## src/wdt_pkg.sv

```systemverilog
// Package holding constants of the watchdog timer block.
package wdt_pkg;

  // ==========================================================================
  // Register map
  // ==========================================================================
  // Byte offsets of the software-visible registers.
  localparam logic [3:0] WDT_ADDR_CONTROL = 4'h0;   // Protected watchdog control register.
  localparam logic [3:0] WDT_ADDR_IRQ_STAT = 4'h1;  // Sticky event status, cleared on read.
  localparam logic [3:0] WDT_ADDR_IRQ_MASK = 4'h2;  // Event mask, same layout as status.
  localparam logic [3:0] WDT_ADDR_COUNT_LO = 4'h3;  // Low byte of the running counter.
  localparam logic [3:0] WDT_ADDR_COUNT_HI = 4'h4;  // High byte of the running counter.

  // ==========================================================================
  // Control register fields
  // ==========================================================================
  localparam int WDT_PRE_MSB    = 7;  // Timeout select field, upper bit.
  localparam int WDT_PRE_LSB    = 4;  // Timeout select field, lower bit.
  localparam int WDT_BIT_RESP   = 3;  // Timeout response select bit.
  localparam int WDT_BIT_FLAG   = 2;  // Timeout flag bit.
  localparam int WDT_BIT_RUN    = 1;  // Watchdog run bit.
  localparam int WDT_BIT_UNLOCK = 0;  // Write unlock bit.

  // Reset values of the control fields.
  localparam logic [3:0] WDT_PRE_RST    = 4'h7;
  localparam logic       WDT_RESP_RST   = 1'b0;
  localparam logic       WDT_FLAG_RST   = 1'b0;
  localparam logic       WDT_RUN_RST    = 1'b1;
  localparam logic       WDT_UNLOCK_RST = 1'b0;

  // Special timeout select codes.
  localparam logic [3:0] WDT_PRE_AUTO_RESET = 4'h8;  // Immediate automatic reset.
  localparam logic [3:0] WDT_PRE_DL_RESET   = 4'h9;  // Reset into serial download.
  localparam logic [3:0] WDT_PRE_MAX_TIMED  = 4'h7;  // Largest timed code.

  // ==========================================================================
  // Interrupt status bit positions
  // ==========================================================================
  localparam int WDT_EV_TIMEOUT = 0;  // A timed period expired.
  localparam int WDT_EV_RESET   = 1;  // The block requested a system or download reset.
  localparam int WDT_EV_DISABLE = 2;  // Hardware disabled the watchdog.
  localparam int WDT_EV_WIDTH   = 3;

  // ==========================================================================
  // Timing
  // ==========================================================================
  localparam int WDT_MCLK_HZ    = 50000000;  // System clock rate.
  localparam int WDT_INCLK_HZ   = 32768;     // Watchdog input clock rate.
  localparam int WDT_BASE_SHIFT = 9;         // Timeout is 2^pre times 2^9 input periods.
  localparam int WDT_CNT_WIDTH  = 16;        // Width of the watchdog counter.

  // Reset request pulse length in system clocks.
  localparam logic [3:0] WDT_RST_PULSE_CYC = 4'h4;

endpackage

```

## src/wdt_ctrl.sv

```systemverilog
// Watchdog timer with protected control register and event interrupts.
`timescale 1ns/10ps
module wdt_ctrl #(
  parameter int P_CNT_WIDTH = wdt_pkg::WDT_CNT_WIDTH  // Counter width.
) (
  input  wire logic       i_mclk,              // System clock, 50 MHz.
  input  wire logic       i_rst,               // External hardware reset, asynchronous, high.
  input  wire logic       i_input_clock_tick,  // One-cycle pulse per 32.768 kHz input period.
  input  wire logic       i_instr_done,        // One-cycle pulse when an instruction retires.
  input  wire logic       i_supply_monitor_event,  // Supply-monitor interrupt pulse.
  input  wire logic       i_clock_lock_event,  // Clock-lock interrupt pulse.
  input  wire logic [3:0] i_addr,              // Register address.
  input  wire logic [7:0] i_wdata,             // Register write data.
  input  wire logic       i_wr,                // Write strobe.
  input  wire logic       i_rd,                // Read strobe.
  output logic      [7:0] o_rdata,             // Read data, valid the cycle after i_rd.
  output logic            o_sys_reset,         // System reset request pulse.
  output logic            o_download_reset,    // Serial download reset request pulse.
  output logic            o_wdt_irq,           // Watchdog interrupt request to the core.
  output logic            o_irq                // Block event interrupt, level.
);

  // ==========================================================================
  // Declarations
  // ==========================================================================
  logic [3:0]             pre_reg,    pre_next;     // Timeout select field.
  logic                   resp_reg,   resp_next;    // Timeout response select.
  logic                   flag_reg,   flag_next;    // Sticky timeout flag.
  logic                   run_reg,    run_next;     // Watchdog running.
  logic                   unlock_reg, unlock_next;  // Write unlock armed.
  logic                   armed_reg,  armed_next;   // Unlock survives one more instruction.
  logic [P_CNT_WIDTH-1:0] cnt_reg,    cnt_next;     // Watchdog counter.
  logic [3:0]             rpulse_reg, rpulse_next;  // Reset pulse length counter.
  logic                   rkind_reg,  rkind_next;   // Reset kind: 1 means download reset.
  logic [wdt_pkg::WDT_EV_WIDTH-1:0] stat_reg, stat_next;  // Sticky event status.
  logic [wdt_pkg::WDT_EV_WIDTH-1:0] mask_reg, mask_next;  // Event mask.
  logic [7:0]             rdata_reg,  rdata_next;   // Registered read data.
  logic                   ctrl_wr;                  // Write to the control register.
  logic                   ctrl_ok;                  // Control write that is accepted.
  logic                   expire;                   // Timed period has elapsed.
  logic                   do_reset;                 // Start a reset request.
  logic                   do_dl;                    // The reset is a download reset.
  logic [wdt_pkg::WDT_EV_WIDTH-1:0] ev;              // Events of this cycle.
  logic [7:0]             ctrl_view;                // Control register read image.

  // Terminal count for a timed code: 2^pre * 2^9 input periods.
  function automatic logic [P_CNT_WIDTH:0] term_count(input logic [3:0] pre);
    logic [P_CNT_WIDTH:0] t;
    t = '0;
    t[wdt_pkg::WDT_BASE_SHIFT + pre[2:0]] = 1'b1;
    return t;
  endfunction

  // ==========================================================================
  // Decode
  // ==========================================================================
  // A write strobe to the control address; only accepted when unlocked.
  always_comb begin
    ctrl_wr = i_wr && (i_addr == wdt_pkg::WDT_ADDR_CONTROL);
    ctrl_ok = ctrl_wr && unlock_reg;
    ctrl_view = {pre_reg, resp_reg, flag_reg, run_reg, unlock_reg};
  end

  // ==========================================================================
  // Control register and counter
  // ==========================================================================
  // Next-state logic of the protected control register and the counter.
  always_comb begin
    pre_next    = pre_reg;
    resp_next   = resp_reg;
    flag_next   = flag_reg;
    run_next    = run_reg;
    unlock_next = unlock_reg;
    armed_next  = armed_reg;
    cnt_next    = cnt_reg;
    expire      = 1'b0;
    do_reset    = 1'b0;
    do_dl       = 1'b0;

    // Unlock window: set by a write with only the unlock bit honoured, then it
    // lasts through exactly one further instruction.
    if (unlock_reg && i_instr_done) begin
      if (armed_reg) begin
        armed_next = 1'b0;  // The unlocking instruction itself retires.
      end else begin
        unlock_next = 1'b0;
      end
    end

    if (ctrl_ok) begin
      // Accepted write: fields load except the flag, which only clears; unlock is consumed.
      pre_next    = i_wdata[wdt_pkg::WDT_PRE_MSB:wdt_pkg::WDT_PRE_LSB];
      resp_next   = i_wdata[wdt_pkg::WDT_BIT_RESP];
      run_next    = i_wdata[wdt_pkg::WDT_BIT_RUN];
      unlock_next = 1'b0;
      armed_next  = 1'b0;
      if (!i_wdata[wdt_pkg::WDT_BIT_FLAG]) begin
        flag_next = 1'b0;
      end
      if (i_wdata[wdt_pkg::WDT_BIT_RUN]) begin
        cnt_next = '0;
      end
    end else if (ctrl_wr && i_wdata[wdt_pkg::WDT_BIT_UNLOCK]) begin
      // Locked write: only the unlock bit takes, the rest is ignored.
      unlock_next = 1'b1;
      armed_next  = 1'b1;
    end

    // Counting and expiry while running and idle of reset.
    if (run_reg && !ctrl_ok && rpulse_reg == '0) begin
      if (pre_reg == wdt_pkg::WDT_PRE_AUTO_RESET) begin
        do_reset = 1'b1;
        run_next = 1'b0;
      end else if (pre_reg == wdt_pkg::WDT_PRE_DL_RESET) begin
        do_reset = 1'b1;
        do_dl    = 1'b1;
        run_next = 1'b0;
      end else if (pre_reg <= wdt_pkg::WDT_PRE_MAX_TIMED && i_input_clock_tick) begin
        if ({1'b0, cnt_reg} + 1'b1 >= term_count(pre_reg)) begin
          expire    = 1'b1;
          flag_next = 1'b1;
          cnt_next  = '0;
          if (!resp_reg) begin
            do_reset = 1'b1;
            run_next = 1'b0;
          end
        end else begin
          cnt_next = cnt_reg + 1'b1;
        end
      end
    end

    // Supply-monitor and clock-lock events stop the watchdog.
    if (i_supply_monitor_event || i_clock_lock_event) begin
      run_next = 1'b0;
    end
  end

  // Registers of the control group; the flag clears on the external reset or on an accepted control write with the flag bit at zero.
  always_ff @(posedge i_mclk or posedge i_rst) begin
    if (i_rst) begin
      pre_reg    <= wdt_pkg::WDT_PRE_RST;
      resp_reg   <= wdt_pkg::WDT_RESP_RST;
      flag_reg   <= wdt_pkg::WDT_FLAG_RST;
      run_reg    <= wdt_pkg::WDT_RUN_RST;
      unlock_reg <= wdt_pkg::WDT_UNLOCK_RST;
      armed_reg  <= 1'b0;
      cnt_reg    <= '0;
    end else begin
      pre_reg    <= pre_next;
      resp_reg   <= resp_next;
      flag_reg   <= flag_next;
      run_reg    <= run_next;
      unlock_reg <= unlock_next;
      armed_reg  <= armed_next;
      cnt_reg    <= cnt_next;
    end
  end

  // ==========================================================================
  // Reset request generator
  // ==========================================================================
  // A reset request is a fixed-length pulse so the core reset logic sees it
  // even when it samples slowly; the watchdog itself does not reset here.
  always_comb begin
    rpulse_next = rpulse_reg;
    rkind_next  = rkind_reg;
    if (do_reset) begin
      rpulse_next = wdt_pkg::WDT_RST_PULSE_CYC;
      rkind_next  = do_dl;
    end else if (rpulse_reg != '0) begin
      rpulse_next = rpulse_reg - 1'b1;
    end
  end

  // Registers of the reset request.
  always_ff @(posedge i_mclk or posedge i_rst) begin
    if (i_rst) begin
      rpulse_reg <= '0;
      rkind_reg  <= 1'b0;
    end else begin
      rpulse_reg <= rpulse_next;
      rkind_reg  <= rkind_next;
    end
  end

  assign o_sys_reset      = (rpulse_reg != '0) && !rkind_reg;
  assign o_download_reset = (rpulse_reg != '0) && rkind_reg;
  // Held while the flag is set in interrupt response mode.
  assign o_wdt_irq        = resp_reg && flag_reg;

  // ==========================================================================
  // Event status, mask and read port
  // ==========================================================================
  // Status bits set on events; a status read clears them, but a new event in
  // the same cycle wins so nothing is lost.
  always_comb begin
    ev = '0;
    ev[wdt_pkg::WDT_EV_TIMEOUT] = expire;
    ev[wdt_pkg::WDT_EV_RESET]   = do_reset;
    ev[wdt_pkg::WDT_EV_DISABLE] = run_reg && (i_supply_monitor_event || i_clock_lock_event);
    stat_next = stat_reg;
    if (i_rd && i_addr == wdt_pkg::WDT_ADDR_IRQ_STAT) begin
      stat_next = '0;
    end
    stat_next = stat_next | ev;
    mask_next = mask_reg;
    if (i_wr && i_addr == wdt_pkg::WDT_ADDR_IRQ_MASK) begin
      mask_next = i_wdata[wdt_pkg::WDT_EV_WIDTH-1:0];
    end
    rdata_next = 8'h00;
    if (i_rd) begin
      unique case (i_addr)
        wdt_pkg::WDT_ADDR_CONTROL:  rdata_next = ctrl_view;
        wdt_pkg::WDT_ADDR_IRQ_STAT: rdata_next = {5'h00, stat_reg};
        wdt_pkg::WDT_ADDR_IRQ_MASK: rdata_next = {5'h00, mask_reg};
        wdt_pkg::WDT_ADDR_COUNT_LO: rdata_next = cnt_reg[7:0];
        wdt_pkg::WDT_ADDR_COUNT_HI: rdata_next = cnt_reg[P_CNT_WIDTH-1:8];
        default:                    rdata_next = 8'h00;  // Unmapped reads as zero.
      endcase
    end
  end

  // Registers of the status, mask and read data.
  always_ff @(posedge i_mclk or posedge i_rst) begin
    if (i_rst) begin
      stat_reg  <= '0;
      mask_reg  <= '0;
      rdata_reg <= 8'h00;
    end else begin
      stat_reg  <= stat_next;
      mask_reg  <= mask_next;
      rdata_reg <= rdata_next;
    end
  end

  assign o_rdata = rdata_reg;
  assign o_irq   = |(stat_reg & mask_reg);

endmodule

```

## config.mk

```make
export PLATFORM = sky130hd
export DESIGN_NAME = wdt_ctrl
export DESIGN_NICKNAME = d
export VERILOG_FILES = /design/src/wdt_pkg.sv /design/src/wdt_ctrl.sv
export SDC_FILE = /design/constraint.sdc
export NUM_CORES = 1
export LEC_CHECK = 0
export BUFFER_PORTS_ARGS = -buffer_cell sky130_fd_sc_hd__clkbuf_2
export CORE_MARGIN = 10
export CORE_UTILIZATION = 61
export CTS_BUF_LIST = sky130_fd_sc_hd__clkbuf_4 sky130_fd_sc_hd__clkbuf_8
export DETAILED_ROUTE_END_ITERATION = 8
export HOLD_SLACK_MARGIN = 0.06
export PLACE_DENSITY = 0.81
export SETUP_SLACK_MARGIN = 0.2
export SLEW_MARGIN = 15
export SYNTH_ARGS = -nofsm -noshare
export SYNTH_HDL_FRONTEND = slang
export SYNTH_SLANG_ARGS = --single-unit
```

## constraint.sdc

```tcl
create_clock -name i_mclk -period 4.14 [get_ports i_mclk]
set_clock_uncertainty 0.1 [all_clocks]
set_input_delay 0.414 -clock i_mclk [delete_from_list [all_inputs] [get_ports i_mclk]]
set_output_delay 0.414 -clock i_mclk [all_outputs]
set_load 0.01 [all_outputs]
```

# Word level (Yosys, flattened, before mapping)
# Index checks and enable logic that the tools add are counted.
[word_totals]
reg_bits = 44
input_bits = 20
elab_cells = 103
out_inout_bits = 12
[classes]
add_sub_neg = 4
order_cmp = 4
mux = 50
n_eq_ne = 7
reduce_logical = 24
n_bitwise = 2
[op_table]
columns = ["operator", "count"]
rows = [
  ["16-bit two-way mux", 7],
  ["8-bit case mux with 5 select lines", 1],
  ["1-bit two-way mux", 37],
  ["16-bit by 1-bit adder with 17-bit output, second input constant", 1],
  ["17-bit >= comparator", 1],
  ["16-bit by 1-bit adder with 16-bit output, second input constant", 1],
  ["1-bit logical AND", 14],
  ["4-bit by 2-bit equality test with 1-bit output, second input constant", 2],
  ["4-bit equality test, second input constant", 2],
  ["4-bit logical NOT", 2],
  ["4-bit two-way mux", 2],
  ["8-bit two-way mux", 1],
  ["5-bit by 6-bit less-than comparator with 1-bit output, second input constant", 1],
  ["4-bit by 3-bit adder with 5-bit output, first input constant", 1],
  ["1-bit demux with 5-bit select", 1],
  ["5-bit by 1-bit >= comparator with 1-bit output, second input constant", 1],
  ["4-bit by 1-bit equality test with 1-bit output, second input constant", 1],
  ["4-bit by 3-bit equality test with 1-bit output, second input constant", 1],
  ["4-bit by 3-bit less-or-equal comparator with 1-bit output, second input constant", 1],
  ["4-bit nonzero test", 1],
  ["4-bit by 1-bit subtractor with 4-bit output, second input constant", 1],
  ["3-bit AND", 1],
  ["3-bit two-way mux", 1],
  ["3-bit by 1-bit != test with 1-bit output, second input constant", 1],
  ["7 further kinds", 8],
]

# Logic depth before layout (Yosys ltp)
# Gate-level depths: netlist of the first run.
[logic_depth]
word_depth = 12
mapped_depth = 14
depth_no_buf = 12

# Worst setup path after synthesis of the first run
# OpenSTA, ideal clock, no wires.
[synth_timing]
path_type = "reg-to-reg"
start = "reg cnt_reg[0]"
end = "reg cnt_reg[5]"
arrival_ns = 3.070
required_time_ns = 3.975
slack_ns = 0.905
synth_period_minus_slack_ns = 3.235
path_stages_with_launch = 13
setup_ns = 0.065
n_path_buf = 1
path_cell_list = "dfrtp_1 > ha_1 > nand3_1 > or4_4 > xnor2_1 > ha_1 > nand4_1 > nor2_1 > a221oi_1 > o21ai_1 > clkbuf_1 > a2111oi_0 > a21o_1"
[synth_between]
elab_chain_cells = 7
word_cells_on_any_way = 8
classes_between = "2 x add/sub; 1 x order compare; 5 x mux"
[synth_lines]
columns = ["element", "line_no", "source"]
rows = [
  ["from (decl)", "wdt_ctrl.sv:32", "logic [P_CNT_WIDTH-1:0] cnt_reg, cnt_next;"],
  ["from (signal assigned)", "wdt_ctrl.sv:156", "cnt_reg <= cnt_next;"],
  ["16-bit by 1-bit adder with 17-bit output", "wdt_ctrl.sv:119", "if ({1'b0, cnt_reg} + 1'b1 >= term_count(pre_reg)) begin"],
  ["17-bit >= comparator", "wdt_ctrl.sv:119", ""],
  ["16-bit two-way mux *", "wdt_ctrl.sv:119", ""],
  ["16-bit two-way mux *", "wdt_ctrl.sv:118", "end else if (pre_reg <= wdt_pkg::WDT_PRE_MAX_TIMED && i_input_clock_tick) begin"],
  ["16-bit two-way mux *", "wdt_ctrl.sv:114", "end else if (pre_reg == wdt_pkg::WDT_PRE_DL_RESET) begin"],
  ["16-bit two-way mux *", "wdt_ctrl.sv:111", "if (pre_reg == wdt_pkg::WDT_PRE_AUTO_RESET) begin"],
  ["16-bit two-way mux *", "wdt_ctrl.sv:110", "if (run_reg && !ctrl_ok && rpulse_reg == '0) begin"],
  ["named net cnt_next[5]", "wdt_ctrl.sv:32", ""],
]
# The timed path passes the listed nets; every way through them passes the cells marked *.
# A chain may end at the register's enable or synchronous reset.

# Worst setup path in the final report of the first run
[layout_timing]
start = "reg cnt_reg[1]"
end = "reg cnt_reg[7]"
# Same word-level chain as after synthesis.

==> flow_metrics.py, run 1 <==
metrics = {
    "status": {
        "status": "finished, final reports clean",
    },
    "place": {
        "place_ws_ns": 0.342,
        "dpl.hpwl_mm": 5.43,
        "port_buffers": 31,
        "gp_congestion": 0.872,
    },
    "detailed_routing": {
        "ant_nets": 0,
        "drc": 0,
        "wl_per_cell_um": 17.1,
        "first_pass_iters": 8,
        "wl_mm": 7.20,
        "via_per_inst": 6.31,
        "drt_iter0_drc": 431,
        "dr_total_vias": 2658,
    },
    "floorplanning": {
        "io_pins": 32,
        "die_y_um": 89.6,
        "core-area_um2": 4720,
        "die_area_um2": 8030,
        "start_util_pct": 62.6,
        "std_cell_rows": 25,
        "die_x_um": 89.6,
    },
    "setup_path": {
        "worstSetupStartpoint": "cnt_reg[1]",
        "cpMaxStageDelayCell": "dfrtp_1",
        "max_stage_delay_ns": 0.45,
        "reg2reg_from": "cnt_reg[1]",
        "r2r_cells": 13,
        "cp_common_cell": "nor3_1",
        "timing.rr.end": "cnt_reg[7]",
        "endpoint_kind": "flip-flop",
        "critPathRequiredTime_ns": 4.29,
        "critPathLaunchType": "flip-flop",
        "crit_type": "reg -> reg",
        "r2r_slack_ns": 0.43,
        "critical_path_arrival_ns": 3.86,
        "cp_cell_sequence": "ha_2 > nand2_1 > nor3_1 > nand3_1 > nor3_1 > ha_1 > nand4_1 > nor2_1 > a221oi_1 > o21ai_2 > buf_4 > a2111oi_0 > a21o_1",
        "crit_path_max_fanout": 10,
    },
    "sta": {
        "max_freq_mhz": 270,
        "rsz0062_at_grt": "yes",
        "post-route-period-util_pct": 89.6,
        "hold_viol": 0,
        "relSlewSlack_pct": 43.8,
        "setup_tns_ns": 0,
        "drv_slew": 0,
        "worst_slew_pin_slew_ns": 0.840,
        "fin_ws_ns": 0.431,
        "setup-violations-final": 0,
        "finalCriticalPeriod_ns": 3.71,
    },
    "yosys": {
        "synth_top_area_share_pct": 33.9,
        "synth_ff_type": "dfrtp_1",
        "ys_seq_area_share_pct": 37.4,
        "avgSynthCellArea_um2": 9.32,
        "ys_types": 54,
        "synth_seq_cells": 44,
        "netlist_area_um2": 2960,
        "synthTopCellsByCount": "dfrtp_1, nand2_1, nand3_1, nor2_1, ha_1",
        "synth_enable_flop_cells": 0,
        "yosysTopAreaCell": "dfrtp_1",
        "synthCells": 317,
        "synth.most_common_cell": "dfrtp_1",
        "async_flop_share_pct": 100,
        "synth-warning-count": 0,
        "ys_top_cells_by_area": "dfrtp_1, ha_1, nand2_1",
    },
    "clock_network": {
        "cts_resized": 0,
        "clk_pin_slew_ns": 0.09,
        "cts_root_buf": "clkbuf_8",
        "cts.hold.buffers_added": 0,
        "cts_tree": "built",
        "clock_path_buffers": 2,
        "clkSinkCount": 44,
        "numCtsBuffers": 5,
        "htreeDepth": 2,
        "cts_setup_buffers": 0,
        "insertion_delay_ns": 0.31,
    },
    "min_path": {
        "hp-class": "in -> async",
    },
    "power": {
        "power_mw": 1.02,
        "vdd_drop_max_uv": 434,
        "p_leak_nw": 1.57,
        "power.density_nw_per_um2": 309,
    },
    "final_layout": {
        "nets": 393,
        "antenna_cells": 0,
        "final.fill_count": 382,
        "largest_reg_flops": 16,
        "synthToLayoutAreaGrowth_pct": 11.4,
        "drive_gt1_share_pct": 21.2,
    },
    "global_route": {
        "grt_pass1_vias": 2511,
        "antenna_found_initial": 0,
        "grt_max_degree": 45,
        "grt_pass1_wl_mm": 12.0,
        "globalRouteTotalUtil_pct": 19.2,
        "grt_overflow": 0,
    },
    "flow_run": {
        "drv_cap": 0,
    },
}
[final cells by class]
type,count,area (um^2),share of cell area [%]
clock buffers,6,82.6,2.51
clock inverters,2,10.0,0.304
inverters,6,22.5,0.684
multi-input cells,260,1790,54.5
flip-flops and latches,44,1110,33.6
well taps,67,83.8,2.55
repair buffers,36,193,5.85
[cells by family (layout without fill, tap and decap cells)]
family                     Yosys count  count (layout)  share of synthesized area (%)
xor gates and xnor gates            11              11                           3.26
other                                1               6                          0.127
muxes                               10              10                           3.81
AOI/OAI and AO/OA                   75              75                           19.7
and+or+nand+nor                    138             138                           24.3
adders and majority gates           20              20                           8.47
DFF                                 44              44                           37.4
buffers and inverters               18              50                           2.96
[through the flow]
stage               std cells  cell area, um^2  hold slack (ns)  util [%]
floorplan                 322             2970            0.367         -
global placement          413             3190            0.413      67.4
detailed placement        413             3190            0.416      67.4
CTS                       421             3280            0.138      69.4
global route              421             3290            0.160      69.7
finish                    421             3290            0.117      69.7
[routing by layer]
metal / up-vias / share of wire [%] / track usage (%)
met2: 146 / 44 / 30.0
met4: 0 / 3.0 / 8.53
met1: 1237 / 44 / 25.1
li1: 1252 / - / -
met5: - / 0 / 0
met3: 23 / 8.8 / 3.97
[worst max-delay path, delay by kind of cell (launching register included)]
family / cells / cell delay, ns
compound gates: 4 / 1.07
flops: 1 / 0.45
simple gates: 6 / 1.24
fa+ha+maj: 2 / 0.57
buf+inv: 1 / 0.22
[power by group]
group	internal, mW	total [mW]	switching [mW]	leakage, nW
clock	0.133	0.278	0.145	0.0510
combinational	0.101	0.214	0.113	0.941
sequential	0.475	0.524	0.0492	0.577
[worst max-delay path by stage]
| stage | to | slack, ns | depth (start not counted) |
|---|---|---|---|
| after global routing | cnt_reg[7] | 0.20 | 12 |
| final | cnt_reg[7] | 0.43 | 13 |
| after global placement | cnt_reg[0] | 0.60 | 11 |
| after CTS | cnt_reg[0] | 0.31 | 12 |
| after detailed placement | cnt_reg[0] | 0.34 | 12 |
| after floorplan | cnt_reg[5] | 0.91 | 12 |
[cell usage in the layout (no fill, tap or decap), drive strengths merged, types with 4 or more instances in the layout]
master   instances
xnor2            7
nor2            23
a222oi           9
dfrtp           40
mux2            10
nor3             6
and2             4
a22o             4
a21o            11
xor2             4
inv              6
nor2b            7
or3              9
buf              5
a211oi           7
a2111oi          6
nand3           22
nand4            6
a21oi           11
o21ai           14
ha              20
nand2b           6
nand2           38
and3             6
clkbuf          37
conb             6
dfstp            4
Power figures use the tool's default switching activity.
==> run 2: changes to the inputs <==
--- a/config.mk
+++ b/config.mk
@@ -6,12 +6,13 @@
 export NUM_CORES = 1
 export LEC_CHECK = 0
 export BUFFER_PORTS_ARGS = -buffer_cell sky130_fd_sc_hd__clkbuf_2
+export CORE_ASPECT_RATIO = 1.25
 export CORE_MARGIN = 10
-export CORE_UTILIZATION = 61
+export CORE_UTILIZATION = 30
 export CTS_BUF_LIST = sky130_fd_sc_hd__clkbuf_4 sky130_fd_sc_hd__clkbuf_8
 export DETAILED_ROUTE_END_ITERATION = 8
 export HOLD_SLACK_MARGIN = 0.06
-export PLACE_DENSITY = 0.81
+export PLACE_DENSITY_LB_ADDON = 0.12
 export SETUP_SLACK_MARGIN = 0.2
 export SLEW_MARGIN = 15
 export SYNTH_ARGS = -nofsm -noshare
==> flow_metrics.py, run 2 (same netlist as run 1, synthesis figures left out) <==
metrics = {
    "sta": {
        "rsz0062_at_grt": "no",
        "post-route-period-util_pct": 86.8,
        "drv_slew": 0,
        "finalCriticalPeriod_ns": 3.59,
        "worst_slew_pin_slew_ns": 0.758,
        "hold_slack_ns": 0.126,
        "hold_viol": 0,
        "max_freq_mhz": 278,
        "relSlewSlack_pct": 49.3,
        "setup_tns_ns": 0,
        "setup-violations-final": 0,
    },
    "power": {
        "power.density_nw_per_um2": 318,
        "p_int_mw": 0.759,
        "swShare_pct": 30.1,
        "vdd_drop_max_uv": 287,
        "p_leak_nw": 1.59,
        "power_mw": 1.09,
        "power_frac_clock_pct": 31.7,
        "p_comb_share_pct": 20.0,
        "switchingPower_mw": 0.327,
        "power_frac_seq_pct": 48.3,
    },
    "setup_path": {
        "critical_path_arrival_ns": 3.74,
        "max_stage_delay_ns": 0.56,
        "critPathLaunchType": "flip-flop",
        "cpMaxStageDelayCell": "or4_4",
        "crit_path_max_fanout": 10,
        "cp_common_cell": "nand3_1",
        "endpoint_kind": "flip-flop",
        "critPathRequiredTime_ns": 4.29,
        "crit_type": "reg -> reg",
        "cp_cell_sequence": "ha_2 > nand3_1 > or4_4 > xnor2_1 > ha_1 > nand3_1 > nand2_1 > a221oi_1 > o21ai_2 > buf_4 > o41ai_1 > mux2_2",
    },
    "final_layout": {
        "nets": 397,
        "final_common_cell": "dfrtp_1",
        "largest_reg_flops": 16,
        "final_area_um2": 3420,
        "drive_gt1_share_pct": 22.1,
        "antenna_cells": 0,
        "final_cell_mix": "dfrtp_1, nand2_1, clkbuf_2, nand3_1, nor2_1",
        "synthToLayoutAreaGrowth_pct": 15.8,
    },
    "place": {
        "dpl.hpwl_mm": 6.40,
        "port_buffers": 31,
        "gp_congestion": 0.853,
        "post_dp_cell_area_um2": 3290,
    },
    "floorplanning": {
        "core-area_um2": 9610,
        "die_y_um": 131,
        "std_cell_rows": 40,
        "io_pins": 32,
        "die_x_um": 109,
        "start_util_pct": 30.8,
        "die_area_um2": 14200,
    },
    "global_route": {
        "met3_usage_pct": 2.40,
        "use_met1_pct": 14.8,
        "globalRouteTotalUtil_pct": 12.0,
        "antenna_found_initial": 0,
        "grt_max_degree": 45,
        "use_met2_pct": 21.1,
        "top_usage_layer": "met2",
        "grt_overflow": 0,
        "grt_pass1_wl_mm": 13.7,
        "grt_pass1_vias": 2644,
    },
    "clock_network": {
        "cts_tree": "built",
        "insertion_delay_ns": 0.30,
        "htreeDepth": 2,
        "numCtsBuffers": 5,
        "clkSinkCount": 44,
        "clk_pin_slew_ns": 0.09,
        "clock_path_buffers": 2,
        "cts_root_buf": "clkbuf_8",
    },
    "detailed_routing": {
        "via_per_inst": 5.42,
        "first_pass_iters": 5,
        "ant_nets": 0,
        "drt_iter0_drc": 192,
        "drc": 0,
        "wl_mm": 8.30,
        "wl_per_cell_um": 17.1,
        "dr_total_vias": 2623,
    },
    "min_path": {
        "hp-class": "in -> async",
    },
    "status": {
        "status": "finished, final reports clean",
    },
    "flow_run": {
        "drv_cap": 0,
    },
}
-- run 2: through the flow --
stage,cells,setup WS [ns],utilization (%)
floorplan,322,0.905,-
global placement,476,0.310,34.2
detailed placement,476,0.214,34.2
CTS,484,0.241,35.5
global route,484,0.266,35.6
finish,484,0.548,35.6
-- run 2: metal layers --
metal | part of all wire, % | routed length, um
met5 | 0 | 0
met1 | 44 | 3620
met3 | 5.6 | 464
met2 | 50 | 4150
met4 | 0.78 | 65
-- run 2: worst max-delay path, delay by kind of cell (launching register included) --
kind                     cells  cell delay (ns)
AO/OA/AOI/OAI                3             0.89
AND/OR/NAND/NOR              4             0.82
adder cells (fa/ha/maj)      2             0.64
flip-flops                   1             0.51
buffers and inverters        1             0.22
multiplexers                 1             0.21
XOR/XNOR                     1             0.15
-- run 2: path summary, 6_finish.rpt --
check                      slack, ns         from       endpoint  cells after the start
max reg2reg                     0.55   cnt_reg[0]    cnt_reg[15]                     12
min in group i_mclk             0.24   i_wdata[4]     pre_reg[0]                      2
min                             0.13        i_rst  rpulse_reg[1]                      3
max                             0.55   cnt_reg[0]    cnt_reg[15]                     12
max in group asynchronous       3.43        i_rst     pre_reg[1]                      3
min reg2reg                     0.43  stat_reg[0]    stat_reg[0]                      2
-- run 2: final cells by class --
cell class,count,area [um^2]
well taps,126,158
flip-flops and latches,44,1110
inverters,6,22.5
clock inverters,3,46.3
clock buffers,5,68.8
multi-input cells,260,1800
repair buffers,40,223
fillers,1023,6190
-- run 2: power by group through the flow --
stage                     clock [mW]  combinational (mW)  sequential (mW)
after floorplan                    0               0.165            0.513
after global placement             0               0.214            0.532
after detailed placement           0               0.219            0.532
after CTS                      0.358               0.220            0.524
after global routing           0.376               0.248            0.532
final                          0.344               0.218            0.525
-- run 2: what timing repair did --
| item | CTS | global route |
|---|---|---|
| resized for setup | 1 | 4 |
| buffers inserted | 0 | 0 |
| hold buffers | 0 | 0 |
| endpoints found under the setup margin | 1 | 21 |
